$ cat config.mk
export PLATFORM = sky130hd
export DESIGN_NAME = dqs_spi_front
export DESIGN_NICKNAME = d
export VERILOG_FILES = /design/src/design/dqs_pkg.sv /design/src/design/dqs_spi_front.sv /design/src/design/dqs_sync3.sv
export VERILOG_INCLUDE_DIRS = /design/src /design/src/design
export SDC_FILE = /design/constraint.sdc
export NUM_CORES = 1
export LEC_CHECK = 0
export ABC_CLOCK_PERIOD_IN_PS = 2100
export BUFFER_PORTS_ARGS = -buffer_cell sky130_fd_sc_hd__buf_2
export CELL_PAD_IN_SITES_DETAIL_PLACEMENT = 0
export CELL_PAD_IN_SITES_GLOBAL_PLACEMENT = 2
export CORE_MARGIN = 8
export CORE_UTILIZATION = 29
export DETAILED_ROUTE_END_ITERATION = 7
export GPL_ROUTABILITY_DRIVEN = 0
export MAX_ROUTING_LAYER = met4
export PLACE_DENSITY = 0.74
export SLEW_MARGIN = 20
export SYNTH_ARGS = -nofsm -noshare
export SYNTH_HDL_FRONTEND = slang
export SYNTH_SLANG_ARGS = --single-unit
$ cat constraint.sdc
create_clock -name I_CLK_SYS -period 2.1 [get_ports I_CLK_SYS]
set_input_delay 0.63 -clock I_CLK_SYS [delete_from_list [all_inputs] [get_ports I_CLK_SYS]]
set_output_delay 0.63 -clock I_CLK_SYS [all_outputs]
set_load 0.02 [all_outputs]
$ cat src/design/dqs_regs.svh
// constants for the dual-quad serial front end
// assumes inclusion by bare name from design and testbench files
`ifndef DQS_REGS_SVH
`define DQS_REGS_SVH
`define DQS_LINES        8
`define DQS_INSTR_BITS   8
`define DQS_CYC_W        8
`define DQS_BIT_W        3
`define DQS_INSTR_LAST   3'h7
`define DQS_SYNC_RST     2'h0
`endif

$ cat src/design/dqs_pkg.sv
// types for the dual-quad serial front end
// assumes dqs_regs.svh holds the numeric constants
package dqs_pkg;
    typedef enum logic [3:0] {
        DQS_IDLE  = 4'b0001,
        DQS_INSTR = 4'b0010,
        DQS_RX    = 4'b0100,
        DQS_TX    = 4'b1000
    } dqs_state_t;
endpackage : dqs_pkg

$ cat src/design/dqs_spi_front.sv
// serial front end of a dual-quad flash: select, clock edges, capture, launch
// assumes host clock far slower than I_CLK_SYS (>= 8 system cycles per half)
`timescale 1ns/1ps
`default_nettype none
`include "dqs_regs.svh"
module dqs_spi_front (
    // system clock and reset
    input  wire logic                       I_CLK_SYS,
    input  wire logic                       I_NRST,
    // host pins, select active low
    input  wire logic                       I_SEL_HALF_A_N,
    input  wire logic                       I_SEL_HALF_B_N,
    input  wire logic                       I_SCLK_HALF_A,
    input  wire logic                       I_SCLK_HALF_B,
    input  wire logic [`DQS_LINES-1:0]      I_DATA_IN,
    output logic      [`DQS_LINES-1:0]      O_DATA_OUT,
    output logic      [`DQS_LINES-1:0]      O_DATA_OE,
    // command decoder side
    input  wire logic                       I_EMBED_BUSY,
    input  wire logic                       I_DDR_CMD,
    input  wire logic                       I_RD_CMD,
    input  wire logic [`DQS_CYC_W-1:0]      I_RD_CYC,
    input  wire logic [`DQS_LINES-1:0]      I_TX_DATA,
    output logic      [`DQS_INSTR_BITS-1:0] O_INSTR,
    output logic                            O_INSTR_VLD,
    output logic      [`DQS_LINES-1:0]      O_RX_DATA,
    output logic                            O_RX_VLD,
    output logic                            O_TX_TAKE,
    output logic      [`DQS_CYC_W-1:0]      O_CYC_CNT,
    // power state
    output logic                            O_ACTIVE,
    output logic                            O_STANDBY
);
    import dqs_pkg::*;

    logic [1:0]                 sel_n_s;
    logic [1:0]                 sck_s;
    logic                       sel_prev_q;
    logic                       sck_prev_q;
    logic                       armed_q;
    logic                       started_q;
    logic                       ddr_wait_q;
    logic                       ddr_q;
    logic [`DQS_BIT_W-1:0]      bit_cnt_q;
    logic [`DQS_CYC_W-1:0]      cyc_q;
    logic [`DQS_INSTR_BITS-1:0] instr_q;
    dqs_state_t                 state_q;
    dqs_state_t                 state_d;

    // both halves share one select and one clock from the host
    dqs_sync3 #(.W(2), .RST(`DQS_SYNC_RST)) u_sync_sel (
        .i_clk   (I_CLK_SYS),
        .i_nrst  (I_NRST),
        .i_async ({I_SEL_HALF_B_N, I_SEL_HALF_A_N}),
        .o_level (sel_n_s)
    );
    dqs_sync3 #(.W(2), .RST(`DQS_SYNC_RST)) u_sync_sck (
        .i_clk   (I_CLK_SYS),
        .i_nrst  (I_NRST),
        .i_async ({I_SCLK_HALF_B, I_SCLK_HALF_A}),
        .o_level (sck_s)
    );

    // a stray high on either select deselects the whole part
    wire sel       = ~(sel_n_s[0] | sel_n_s[1]);
    wire sck       = sck_s[0] & sck_s[1];
    // select synced with reset value "selected": a held-low select is
    // not mistaken for a fresh falling edge after reset
    wire sel_start = sel & ~sel_prev_q;
    wire sel_end   = ~sel & sel_prev_q;
    wire rise      = sel & ~sel_start & sck & ~sck_prev_q;
    wire fall      = sel & ~sel_start & ~sck & sck_prev_q;
    wire in_rx     = state_q == DQS_RX;
    wire in_tx     = state_q == DQS_TX;
    wire instr_end = state_q == DQS_INSTR && rise
                     && bit_cnt_q == `DQS_INSTR_LAST;
    // ddr capture waits for the fall that closes the last instruction bit
    wire rx_take   = in_rx && (rise || (fall && I_DDR_CMD && !ddr_wait_q));
    wire cyc_next  = fall && started_q;
    wire [`DQS_CYC_W-1:0] cyc_inc = cyc_q + `DQS_CYC_W'(1);
    wire tx_start  = in_rx && cyc_next && I_RD_CMD && cyc_inc == I_RD_CYC;
    wire tx_edge   = in_tx && (fall || (rise && ddr_q));
    wire launch    = tx_start || tx_edge;

    always_comb begin
        state_d = state_q;
        unique case (state_q)
            DQS_IDLE:  if (sel_start) state_d = DQS_INSTR;
            DQS_INSTR: if (instr_end) state_d = DQS_RX;
            DQS_RX:    if (tx_start) state_d = DQS_TX;
            DQS_TX:    state_d = DQS_TX;
        endcase
        if (!sel) begin
            state_d = DQS_IDLE;
        end
    end

    always_ff @(posedge I_CLK_SYS) begin
        if (!I_NRST) begin
            state_q    <= DQS_IDLE;
            sel_prev_q <= 1'b1;
            sck_prev_q <= 1'b0;
            armed_q    <= 1'b0;
        end else begin
            state_q    <= state_d;
            sel_prev_q <= sel;
            sck_prev_q <= sck;
            if (sel_start) begin
                armed_q <= 1'b1;
            end
        end
    end

    // cycle counter: mode 3 starts on the first fall, mode 0 at select
    always_ff @(posedge I_CLK_SYS) begin
        if (!I_NRST || sel_end) begin
            started_q <= 1'b0;
            cyc_q     <= '0;
        end else if (sel_start) begin
            started_q <= ~sck;
            cyc_q     <= '0;
        end else if (fall) begin
            started_q <= 1'b1;
            if (started_q) begin
                cyc_q <= cyc_inc;
            end
        end
    end

    // instruction shifter, line 0 only, rising edges only
    always_ff @(posedge I_CLK_SYS) begin
        if (!I_NRST || sel_end || sel_start) begin
            bit_cnt_q <= '0;
            instr_q   <= '0;
        end else if (state_q == DQS_INSTR && rise) begin
            bit_cnt_q <= bit_cnt_q + `DQS_BIT_W'(1);
            instr_q   <= {instr_q[`DQS_INSTR_BITS-2:0], I_DATA_IN[0]};
        end
    end

    always_ff @(posedge I_CLK_SYS) begin
        if (!I_NRST || sel_end) begin
            ddr_wait_q <= 1'b0;
            ddr_q      <= 1'b0;
        end else if (instr_end) begin
            ddr_wait_q <= 1'b1;
        end else if (in_rx && fall) begin
            ddr_wait_q <= 1'b0;
            ddr_q      <= I_DDR_CMD;
        end
    end

    // registered outputs toward the decoder
    always_ff @(posedge I_CLK_SYS) begin
        if (!I_NRST) begin
            O_INSTR     <= '0;
            O_INSTR_VLD <= 1'b0;
            O_RX_DATA   <= '0;
            O_RX_VLD    <= 1'b0;
            O_CYC_CNT   <= '0;
        end else begin
            O_INSTR_VLD <= instr_end && armed_q;
            if (instr_end) begin
                O_INSTR <= {instr_q[`DQS_INSTR_BITS-2:0], I_DATA_IN[0]};
            end
            // all eight lines, line 0 lowest bit; decoder uses the nibble
            // for address phases and the full byte for data
            O_RX_VLD <= rx_take;
            if (rx_take) begin
                O_RX_DATA <= I_DATA_IN;
            end
            O_CYC_CNT <= sel_end ? '0 : cyc_q;
        end
    end

    // pad drive: released the cycle after deselect
    always_ff @(posedge I_CLK_SYS) begin
        if (!I_NRST || !sel) begin
            O_DATA_OUT <= '0;
            O_DATA_OE  <= '0;
            O_TX_TAKE  <= 1'b0;
        end else begin
            O_TX_TAKE <= launch;
            if (launch) begin
                O_DATA_OUT <= I_TX_DATA;
                O_DATA_OE  <= '1;
            end
        end
    end

    always_ff @(posedge I_CLK_SYS) begin
        if (!I_NRST) begin
            O_ACTIVE  <= 1'b0;
            O_STANDBY <= 1'b1;
        end else begin
            O_ACTIVE  <= sel && armed_q;
            O_STANDBY <= !sel && !I_EMBED_BUSY;
        end
    end
endmodule : dqs_spi_front
`default_nettype wire

$ cat src/design/dqs_sync3.sv
// three-stage synchroniser, output moves when stages two and three agree
// assumes a single system clock and synchronous active-low reset
`timescale 1ns/1ps
`default_nettype none
module dqs_sync3 #(
    parameter int         W   = 1,
    parameter logic [W-1:0] RST = '0
) (
    // clock and reset
    input  wire logic         i_clk,
    input  wire logic         i_nrst,
    // asynchronous level in, settled level out
    input  wire logic [W-1:0] i_async,
    output logic      [W-1:0] o_level
);
    logic [W-1:0] s1_q;
    logic [W-1:0] s2_q;
    logic [W-1:0] s3_q;
    logic [W-1:0] out_q;

    always_ff @(posedge i_clk) begin
        if (!i_nrst) begin
            s1_q  <= RST;
            s2_q  <= RST;
            s3_q  <= RST;
            out_q <= RST;
        end else begin
            s1_q <= i_async;
            s2_q <= s1_q;
            s3_q <= s2_q;
            for (int b = 0; b < W; b++) begin
                if (s2_q[b] == s3_q[b]) begin
                    out_q[b] <= s3_q[b];
                end
            end
        end
    end

    assign o_level = out_q;
endmodule : dqs_sync3
`default_nettype wire

==> Implementation_results.wiki, run 1 <==
{| class="wikitable"
! Metric !! Value
|-
| Combinational share of power || 0.038
|-
| Transition at the pin with the smallest max-transition slack || between 0.6 and 0.7 ns
|-
| Via-to-Cell Ratio || 4.50
|-
| Synth cell types || 42
|-
| Residual antenna-violating net count after detailed routing || 0
|-
| Initial Util || 0.293
|-
| Most frequent cells after synthesis || sky130_fd_sc_hd__dfxtp_1, sky130_fd_sc_hd__nand2_1, sky130_fd_sc_hd__nor2_1
|-
| Clock latency reported for the late side of the worst-skew pair || 0.33 ns
|-
| Area of the die || between 15000 and 20000 µm²
|-
| Flip-flop cell with the highest count after synthesis || sky130_fd_sc_hd__dfxtp_1
|-
| Leakage || 1.87 nW
|-
| Synthesis Warnings || 0
|-
| Final Net Count || about 480
|-
| Worst rel slew slack || 0.596
|-
| Final number of max-transition violations || 0
|-
| Clock tree from TritonCTS || yes
|-
| HPWL after DPL || 5.52 mm
|-
| Average wire per standard cell || 12.8 µm
|-
| Width of the die || 123 µm
|-
| Overall fraction of global-route tracks in use || 0.109
|-
| Crit path arrival time || 2.31 ns
|-
| Flops & latches, synth || 82
|-
| Clock tree skew after final layout || 0.00439 ns
|-
| Final Routed Wirelength || roughly 7.6 mm
|-
| Clock root buffer || sky130_fd_sc_hd__clkbuf_16
|-
| Cell Int Power || 2.43 mW
|-
| Maximum number of pins on one net before global-route repair || 26
|-
| Number of flops mapped to enable cells by yosys || 0
|-
| Clock power frac || 0.457
|-
| Post-synthesis sequential area ratio || 0.497
|-
| Via count of the first global-routing pass || roughly 2700
|-
| Setup crit start kind || flop
|-
| # setup viols final || 0
|-
| Port buffer count || 77
|-
| Via count || 2682
|-
| Power density over cell area || approximately 730 nW/µm²
|-
| Path class of the lowest-slack min-delay path || reg -> reg
|-
| Required time at the endpoint of the critical path || 2.38 ns
|-
| Worst Path Class, Setup || reg -> reg
|-
| Antenna violations before repair || 0
|-
| Maximum root-to-sink buffer count || 2
|-
| Worst Setup End Kind || flop
|-
| # hold bufs at CTS || 0
|-
| Area Growth Syn to Fin || 30.9%
|-
| Core box area || between 10000 and 15000 µm²
|-
| Initial DRC count || 132
|-
| Max capacitance violation total || 0
|-
| Status || finished clean
|-
| Worst-path clk slew || around 0.06 ns
|-
| # clock sinks || 82
|-
| Share of the synthesized area in the top cell type || 0.497
|-
| Minimum period implied by the final worst setup slack || around 2.0 ns
|-
| Share of power burned in registers || 0.504
|-
| Post-synthesis area per instance || 9.30 µm²
|-
| Number of top-level pins || 78
|-
| Placed Area || slightly below 4000 µm²
|-
| Chip Height || 123 µm
|-
| Worst VDD drop || 0.435 mV
|-
| Fin crit share || 0.965
|-
| Unrepaired setup endpoints after global routing || yes
|-
| Count of antenna diodes in the layout || 0
|-
| Hold Fails Final Rpt || 0
|-
| First-pass GRT wire length || around 13 mm
|-
| WHS || around 0.43 ns
|-
| Upper clock frequency limit || 494 MHz
|-
| Overall power || 3.13 mW
|-
| Most frequent cell after synthesis || sky130_fd_sc_hd__dfxtp_1
|-
| First drt pass iteration count || 4
|-
| Switch Pwr || around 0.70 mW
|-
| Share of layout cells above drive strength 1 || 0.311
|-
| Netlist area before placement || 3300 µm²
|-
| Cell type contributing the most total cell area after synthesis || sky130_fd_sc_hd__dfxtp_1
|-
| Residual overflow from global routing || 0
|-
| Number of standard cells after synthesis || 355
|-
| Share of flip-flops with an asynchronous set or reset || 0
|-
| Fraction of power spent switching nets || 0.225
|-
| Clock buffers created by TritonCTS || 9
|-
| CTS H-Tree Depth || 3
|-
| Largest cells by area after synthesis || sky130_fd_sc_hd__dfxtp_1, sky130_fd_sc_hd__mux2i_1, sky130_fd_sc_hd__nand2_1
|-
| Row Count || 39
|-
| Critical Path Fanout Max || 9
|-
| Final design area excluding fillers || between 4000 and 5000 µm²
|-
| Syn nets || slightly below 400
|-
| Number of filler cells placed in the layout || 1131
|-
| Post-route DRC violation count || 0
|}
-- per-stage QoR --
stage / std cells / TNS [ns] / setup WS (ns) / util
3_5_place_dp: 577 / -1.80 / -0.174 / 0.351
2_1_floorplan: 355 / 0 / 0.0375 / -
3_3_place_gp: 577 / -1.56 / -0.150 / 0.351
6_report: 596 / 0 / 0.0739 / 0.383
4_1_cts: 593 / 0 / 0.00375 / 0.376
5_1_grt: 596 / -0.285 / -0.0446 / 0.383
-- power by group through the flow --
stage	logic, mW	registers (mW)	clock network, mW
2_1_floorplan	0.0604	1.61	0
3_3_place_gp	0.118	1.61	0
3_5_place_dp	0.119	1.61	0
4_1_cts	0.120	1.58	1.50
5_1_grt	0.135	1.58	1.56
6_report	0.120	1.58	1.43
-- cell families (layout without fill, tap and decap cells) --
logic type                 Yosys count  count (layout)  share of synthesized area
muxes                               19              19                     0.0576
buffers and inverters               33             131                     0.0474
xor gates and xnor gates            13              13                     0.0345
and+or+nand+nor                    144             144                      0.224
DFF                                 82              82                      0.497
AOI/OAI and AO/OA                   61              61                      0.128
adders and majority gates            3               3                     0.0114
-- metal layers --
| metal | track usage | wire length, µm |
|---|---|---|
| met1 | 0.125 | 3600 |
| met2 | 0.165 | 3370 |
| met3 | 0.0396 | 501 |
| met4 | 0.0487 | 132 |
| met5 | - | 0 |
-- worst max-delay path, stage by stage (launching register included) --
cell,delay (ns)
sky130_fd_sc_hd__dfxtp_1,0.42
sky130_fd_sc_hd__nand4_1,0.17
sky130_fd_sc_hd__or3_4,0.43
sky130_fd_sc_hd__a2111oi_4,0.34
sky130_fd_sc_hd__o311ai_4,0.18
sky130_fd_sc_hd__buf_4,0.20
sky130_fd_sc_hd__a21o_1,0.18
sky130_fd_sc_hd__nand2_1,0.05
-- placed cells by master, fill, tap and decap left out, drive strengths merged, types with 2 or more instances in the layout --
cell        n
a21boi     14
a21o        8
a21oi      11
a31oi       2
and2       22
buf       108
clkbuf     10
clkinv      3
clkinvlp    2
dfxtp      82
ha          3
inv         8
mux2i      19
nand2      47
nand3       3
nand4      15
nor2       24
nor2b      13
nor3        2
nor3b       2
nor4b       2
o21a        2
o21ai      17
o311ai      2
or2         4
or3         6
xnor2       7
xor2        6
-- final cells by class --
class                   instances  area (µm²)  area share
flip-flops and latches         82        1650       0.381
multi-input cells             240        1570       0.364
repair buffers                108         626       0.145
clock buffers                  10         229      0.0530
well taps                     143         179      0.0414
clock inverters                 6        42.5     0.00985
inverters                       7        26.3     0.00608
-- final timing paths --
path                            slack (ns)                             to                          start  depth (start not counted)
worst max-delay path                  0.07     O_DATA_OUT[7]$_SDFFE_PP0P_          cyc_q[2]$_SDFFE_PP0P_                          7
worst min-delay path                  0.43  u_sync_sck.s2_q[0]$_SDFF_PN0_  u_sync_sck.s1_q[0]$_SDFF_PN0_                          1
worst max register to register        0.07     O_DATA_OUT[7]$_SDFFE_PP0P_          cyc_q[2]$_SDFFE_PP0P_                          7
worst min register to register        0.43  u_sync_sck.s2_q[0]$_SDFF_PN0_  u_sync_sck.s1_q[0]$_SDFF_PN0_                          1
-- registers in the layout, indices dropped and copies added (netlist names), 3 cells and up --
signal / cells
bit_cnt_q: 3
O_DATA_OUT: 8
O_CYC_CNT: 8
instr_q: 7
cyc_q: 8
O_INSTR: 8
state_q: 4
O_RX_DATA: 8
-- what timing repair did --
item                                    4_1_cts  5_1_grt
pin swaps                                     0        8
cloned                                        0        1
gates resized for setup                       3       15
setup buffers                                 0        2
endpoints found under the setup margin       10       12
No activity file was read; power rests on OpenSTA's default activity.
==> inputs of run 2 (changes only) <==
--- a/config.mk
+++ b/config.mk
@@ -15,7 +15,7 @@
 export DETAILED_ROUTE_END_ITERATION = 7
 export GPL_ROUTABILITY_DRIVEN = 0
 export MAX_ROUTING_LAYER = met4
-export PLACE_DENSITY = 0.74
+export PLACE_DENSITY = 0.85
 export SLEW_MARGIN = 20
 export SYNTH_ARGS = -nofsm -noshare
 export SYNTH_HDL_FRONTEND = slang
==> Implementation_results.wiki, run 2 (synthesis gave the netlist of run 1 again) <==
{| class="wikitable"
! Metric !! Value
|-
| Antenna violations before repair || 1
|-
| Overall power || 3.36 mW
|-
| Worst rel slew slack || 0.603
|-
| Area of the die || 15100 µm²
|-
| Worst Setup End Kind || flop
|-
| Worst-path clk slew || about 0.06 ns
|-
| Setup crit start kind || flop
|-
| WHS || 0.430 ns
|-
| Number of top-level pins || 78
|-
| CTS H-Tree Depth || 3
|-
| Via count of the first global-routing pass || ~2600
|-
| Register-to-register setup slack || 0.13 ns
|-
| Port buffer count || 77
|-
| Post-route DRC violation count || 0
|-
| Final number of max-transition violations || 0
|-
| Critical register-to-register path startpoint || cyc_q[3]$_SDFFE_PP0P_
|-
| Share of layout cells above drive strength 1 || 0.301
|-
| Clock tree from TritonCTS || yes
|-
| Via-to-Cell Ratio || 4.50
|-
| Initial DRC count || approximately 150
|-
| Minimum period implied by the final worst setup slack || 1.97 ns
|-
| Unrepaired setup endpoints after global routing || no
|-
| Area Growth Syn to Fin || 30.2%
|-
| Total number of cells along the worst setup path || 6
|-
| Status || finished clean
|-
| Clock tree skew after final layout || 0.00862 ns
|-
| Chip Height || 123 µm
|-
| Leading cell types in the layout, fill and taps excluded || sky130_fd_sc_hd__dfxtp_1, sky130_fd_sc_hd__buf_2, sky130_fd_sc_hd__nand2_1
|-
| Hold path cells || 1
|-
| Average wire per standard cell || 12.5 µm
|-
| Upper clock frequency limit || a little over 500 MHz
|-
| HPWL after DPL || between 5 and 6 mm
|-
| Worst Path Class, Setup || reg -> reg
|-
| End of the worst register-to-register path || state_q[3]$_SDFFE_PP0P_
|-
| # clock sinks || 82
|-
| Number of filler cells placed in the layout || between 1000 and 1500
|-
| Via count || 2663
|-
| Overall fraction of global-route tracks in use || 0.104
|-
| Clock root buffer || sky130_fd_sc_hd__clkbuf_16
|-
| Crit path largest cell delay || around 0.41 ns
|-
| Row Count || 39
|-
| CP Launch Point || cyc_q[3]$_SDFFE_PP0P_
|-
| Family with the most delay on the worst path || compound AO/OA/AOI/OAI gates
|-
| Hold Fails Final Rpt || 0
|-
| Path class of the lowest-slack min-delay path || reg -> reg
|-
| # setup viols final || 0
|-
| Buffer and inverter count on the worst path || 1
|-
| Maximum root-to-sink buffer count || 2
|-
| Residual antenna-violating net count after detailed routing || 0
|-
| # hold bufs at CTS || 0
|-
| Worst Reg-to-Reg Cells || 6
|-
| Required time at the endpoint of the critical path || ~2.3 ns
|-
| Clock buffers created by TritonCTS || 9
|-
| Critical Path Fanout Max || 4
|-
| Clock latency reported for the late side of the worst-skew pair || 0.33 ns
|-
| Critical path capture point || state_q[3]$_SDFFE_PP0P_
|-
| Transition at the pin with the smallest max-transition slack || 0.596 ns
|-
| Residual overflow from global routing || 0
|-
| Width of the die || 123 µm
|-
| Fin crit share || 0.939
|-
| Ordered cell list for the critical path || nand4_1 > or3_4 > a2111oi_4 > o311ai_2 > buf_4 > a221oi_2
|-
| Core box area || between 10000 and 15000 µm²
|-
| Initial Util || 0.293
|-
| Maximum number of pins on one net before global-route repair || 29
|-
| Final sum of negative setup slack || 0 ns
|-
| Leakage || 1.87 nW
|-
| Final Routed Wirelength || 7.39 mm
|-
| Final Net Count || 479
|-
| Power density over cell area || about 780 nW/µm²
|-
| Crit path arrival time || 2.21 ns
|-
| Worst VDD drop || 0.385 mV
|-
| First drt pass iteration count || 4
|-
| Most common cell after layout, fill and taps aside || sky130_fd_sc_hd__dfxtp_1
|-
| First-pass GRT wire length || 12.1 mm
|-
| Max capacitance violation total || 0
|-
| Slowest cell on the critical path || sky130_fd_sc_hd__or3_4
|}
[run 2: cell count changes in the layout (fill, tap and decap cells not counted), moves of 2 or more]
cell,change
sky130_fd_sc_hd__o311ai_2,+2
sky130_fd_sc_hd__dfxtp_1,-2
sky130_fd_sc_hd__bufinv_16,+2
sky130_fd_sc_hd__buf_4,-4
sky130_fd_sc_hd__dfxtp_2,+2
[run 2: per-stage QoR]
stage	utilization	cells	area (µm²)	setup slack (ns)
2_1_floorplan	-	355	3300	0.0375
3_3_place_gp	0.348	573	3930	-0.139
3_5_place_dp	0.348	573	3930	-0.191
4_1_cts	0.377	589	4250	0.0419
5_1_grt	0.381	592	4300	0.00145
6_report	0.381	592	4300	0.129
[run 2: how the worst min path moves through the flow]
stage                                  start                       endpoint
2_1_floorplan  u_sync_sck.s1_q[0]$_SDFF_PN0_  u_sync_sck.s2_q[0]$_SDFF_PN0_
3_3_place_gp   u_sync_sck.s1_q[1]$_SDFF_PN0_  u_sync_sck.s2_q[1]$_SDFF_PN0_
3_5_place_dp   u_sync_sck.s1_q[0]$_SDFF_PN0_  u_sync_sck.s2_q[0]$_SDFF_PN0_
4_1_cts        u_sync_sck.s1_q[0]$_SDFF_PN0_  u_sync_sck.s2_q[0]$_SDFF_PN0_
5_1_grt        u_sync_sck.s1_q[0]$_SDFF_PN0_  u_sync_sck.s2_q[0]$_SDFF_PN0_
6_report       u_sync_sck.s1_q[1]$_SDFF_PN0_  u_sync_sck.s2_q[1]$_SDFF_PN0_
[run 2: final cells by class]
cell class	count	area, µm²	share of cell area
flip-flops and latches	82	1650	0.384
multi-input cells	240	1540	0.358
repair buffers	103	584	0.136
clock buffers	10	229	0.0533
well taps	143	179	0.0416
clock inverters	6	90.1	0.0210
inverters	7	26.3	0.00612
diodes	1	2.50	0.000582
[run 2: metal layers]
| layer | GRT usage | vias to the layer above | wire [µm] |
|---|---|---|---|
| li1 | - | 1381 | - |
| met4 | 0.0411 | 0 | 116 |
| met3 | 0.0317 | 12 | 512 |
| met1 | 0.124 | 1199 | 3480 |
| met5 | - | - | 0 |
| met2 | 0.159 | 71 | 3280 |
[run 2: worst register-to-register path, stage by stage, from the launching register on]
cell and delay (ns):
sky130_fd_sc_hd__dfxtp_2 0.36, sky130_fd_sc_hd__nand4_1 0.16, sky130_fd_sc_hd__or3_4 0.41, sky130_fd_sc_hd__a2111oi_4 0.36, sky130_fd_sc_hd__o311ai_2 0.18, sky130_fd_sc_hd__buf_4 0.18
sky130_fd_sc_hd__a221oi_2 0.24
[run 2: repair_timing]
action / CTS / global route
pin swaps: 0 / 5
resized for setup: 2 / 8
endpoints found under the setup margin: 8 / 12
setup buffers: 0 / 2
[run 2: where the power goes]
group	leakage, nW	total (mW)	internal, mW	switching, mW
Sequential	0.665	1.58	1.57	0.00995
Clock	0.153	1.66	1.05	0.619
Combinational	1.05	0.118	0.0571	0.0610
==> inputs of run 3 (changes only) <==
--- a/config.mk
+++ b/config.mk
@@ -6,16 +6,17 @@
 export SDC_FILE = /design/constraint.sdc
 export NUM_CORES = 1
 export LEC_CHECK = 0
-export ABC_CLOCK_PERIOD_IN_PS = 2100
+export ABC_CLOCK_PERIOD_IN_PS = 2300
 export BUFFER_PORTS_ARGS = -buffer_cell sky130_fd_sc_hd__buf_2
+export CAP_MARGIN = 5
 export CELL_PAD_IN_SITES_DETAIL_PLACEMENT = 0
 export CELL_PAD_IN_SITES_GLOBAL_PLACEMENT = 2
 export CORE_MARGIN = 8
-export CORE_UTILIZATION = 29
+export CORE_UTILIZATION = 34
 export DETAILED_ROUTE_END_ITERATION = 7
 export GPL_ROUTABILITY_DRIVEN = 0
 export MAX_ROUTING_LAYER = met4
-export PLACE_DENSITY = 0.85
+export PLACE_DENSITY = 0.93
 export SLEW_MARGIN = 20
 export SYNTH_ARGS = -nofsm -noshare
 export SYNTH_HDL_FRONTEND = slang
==> constraint.sdc (replaced) <==
create_clock -name I_CLK_SYS -period 2.3 [get_ports I_CLK_SYS]
set_input_delay 0.69 -clock I_CLK_SYS [delete_from_list [all_inputs] [get_ports I_CLK_SYS]]
set_output_delay 0.69 -clock I_CLK_SYS [all_outputs]
set_load 0.02 [all_outputs]
==> Implementation_results.wiki, run 3 (synthesis gave the netlist of run 1 again) <==
{| class="wikitable"
! Metric !! Value
|-
| Status || finished clean
|-
| HPWL after DPL || 5.19 mm
|-
| Width of the die || 115 µm
|-
| Maximum root-to-sink buffer count || 2
|-
| CTS H-Tree Depth || 3
|-
| Post-placement cell count || between 500 and 600
|-
| Residual antenna-violating net count after detailed routing || 0
|-
| Upper clock frequency limit || 473 MHz
|-
| Leading cell types in the layout, fill and taps excluded || sky130_fd_sc_hd__dfxtp_1, sky130_fd_sc_hd__buf_2, sky130_fd_sc_hd__nand2_1
|-
| Final Net Count || between 400 and 500
|-
| Unrepaired setup endpoints after global routing || no
|-
| Core box area || 9590 µm²
|-
| Worst Setup End Kind || flop
|-
| Antenna violations before repair || 1
|-
| Post-CTS Setup Repair Bufs || 0
|-
| Area of the die || 13100 µm²
|-
| Hold Fails Final Rpt || 0
|-
| Most common cell after layout, fill and taps aside || sky130_fd_sc_hd__dfxtp_1
|-
| Area Growth Syn to Fin || 23.7%
|-
| Layout Utilization || 0.425
|-
| Initial DRC count || 66
|-
| Crit path largest cell delay || 0.47 ns
|-
| Residual overflow from global routing || 0
|-
| Maximum number of pins on one net before global-route repair || 32
|-
| Worst Path Class, Setup || reg -> reg
|-
| Clock buffers created by TritonCTS || 9
|-
| Fin crit share || 0.920
|-
| Minimum period implied by the final worst setup slack || 2.12 ns
|-
| Post-route DRC violation count || 0
|-
| Port buffer count || 77
|-
| Buffer and inverter count on the worst path || 1
|-
| Worst VDD drop || ~0.32 mV
|-
| Initial Util || 0.344
|-
| First-pass GRT wire length || 11.8 mm
|-
| Power density over cell area || 628 nW/µm²
|-
| Clock tree from TritonCTS || yes
|-
| Ordered cell list for the critical path || nand4_1 > or3_4 > a2111oi_4 > o311ai_4 > buf_12 > a21o_1 > nand2_1
|-
| Chip Height || 115 µm
|-
| Setup crit start kind || flop
|-
| # setup viols final || 0
|-
| Slowest cell on the critical path || sky130_fd_sc_hd__dfxtp_1
|-
| Clock tree skew after final layout || between 0.008 and 0.009 ns
|-
| Max capacitance violation total || 0
|-
| Share of layout cells above drive strength 1 || 0.275
|-
| Crit path arrival time || between 2 and 2.5 ns
|-
| Final number of max-transition violations || 0
|-
| Overall fraction of global-route tracks in use || 0.115
|-
| Via count || between 2000 and 3000
|-
| Worst rel slew slack || 0.560
|-
| Via count of the first global-routing pass || about 2600
|-
| Number of top-level pins || a little under 80
|-
| Path class of the lowest-slack min-delay path || reg -> reg
|-
| Average wire per standard cell || around 12 µm
|-
| Critical Path Fanout Max || 18
|-
| Clock root buffer || sky130_fd_sc_hd__clkbuf_8
|-
| Transition at the pin with the smallest max-transition slack || 0.658 ns
|-
| Non-filler cells, final || 571
|-
| Row Count || 36
|-
| Post-Place Setup Slack || -0.0866 ns
|-
| Final Routed Wirelength || 7.03 mm
|-
| Family with the most delay on the worst path || compound AO/OA/AOI/OAI gates
|-
| Worst-path clk slew || 0.08 ns
|-
| # clock sinks || 82
|-
| Clock latency reported for the late side of the worst-skew pair || 0.34 ns
|-
| First drt pass iteration count || 4
|-
| Via-to-Cell Ratio || between 4 and 5
|-
| Required time at the endpoint of the critical path || 2.58 ns
|-
| Leakage || 1.76 nW
|-
| Post-route setup slack || 0.185 ns
|}
==> run 3: cell count changes in the layout (fill, tap and decap cells not counted), sizes merged <==
cell    delta
clkbuf     +1
buf       -10
bufinv     -1
clkinv     -1
==> run 3: worst reg2reg max path, cell delays in order, from the launching register on <==
cell and delay (ns):
sky130_fd_sc_hd__dfxtp_1 0.47, sky130_fd_sc_hd__nand4_1 0.17, sky130_fd_sc_hd__or3_4 0.40, sky130_fd_sc_hd__a2111oi_4 0.40
sky130_fd_sc_hd__o311ai_4 0.20, sky130_fd_sc_hd__buf_12 0.20, sky130_fd_sc_hd__a21o_1 0.18, sky130_fd_sc_hd__nand2_1 0.05
==> run 3: layout make-up <==
type	count	area, µm²
sequential	82	1640
multi-input combinational	240	1530
clock buffer	11	141
clock inverter	4	51.3
antenna	1	2.50
inverter	7	26.3
tap	133	166
fill	968	5510
timing repair buffer	93	518
==> run 3: metal layers <==
metal,vias up,global-route usage,part of all wire
li1,1353,-,-
met1,1181,0.128,0.45
met2,73,0.177,0.45
met3,9,0.0527,0.084
met4,0,0.0399,0.014
met5,-,-,0
==> run 3: path summary, 6_finish.rpt <==
kind                                                     from                             to  slack [ns]  cells past startpoint
worst min register to register  u_sync_sck.s1_q[0]$_SDFF_PN0_  u_sync_sck.s2_q[0]$_SDFF_PN0_        0.44                      1
worst max-delay path                    cyc_q[3]$_SDFFE_PP0P_     O_DATA_OUT[3]$_SDFFE_PP0P_        0.18                      7
worst min-delay path            u_sync_sck.s1_q[0]$_SDFF_PN0_  u_sync_sck.s2_q[0]$_SDFF_PN0_        0.44                      1
worst max register to register          cyc_q[3]$_SDFFE_PP0P_     O_DATA_OUT[3]$_SDFFE_PP0P_        0.18                      7
==> run 3: metrics by stage <==
stage | area, µm² | hold slack [ns] | setup TNS [ns] | total power, mW
floorplan | 3300 | 0.412 | 0 | 1.53
global placement | 3870 | 0.414 | -0.240 | 1.57
detailed placement | 3870 | 0.418 | -0.716 | 1.58
CTS | 4060 | 0.438 | 0 | 2.61
global route | 4080 | 0.447 | 0 | 2.67
finish | 4080 | 0.437 | 0 | 2.56
==> run 3: timing repair <==
item / CTS / global route
endpoints found under the setup margin: 0 / 8
hold buffers: 0 / 0
resized for setup: 0 / 3
==> run 3: report_power, final <==
| group | total (mW) | internal (mW) | switching, mW |
|---|---|---|---|
| registers | 1.44 | 1.43 | 0.00762 |
| clock network | 1.02 | 0.528 | 0.492 |
| logic | 0.104 | 0.0487 | 0.0552 |
| total | 2.56 | 2.01 | 0.555 |
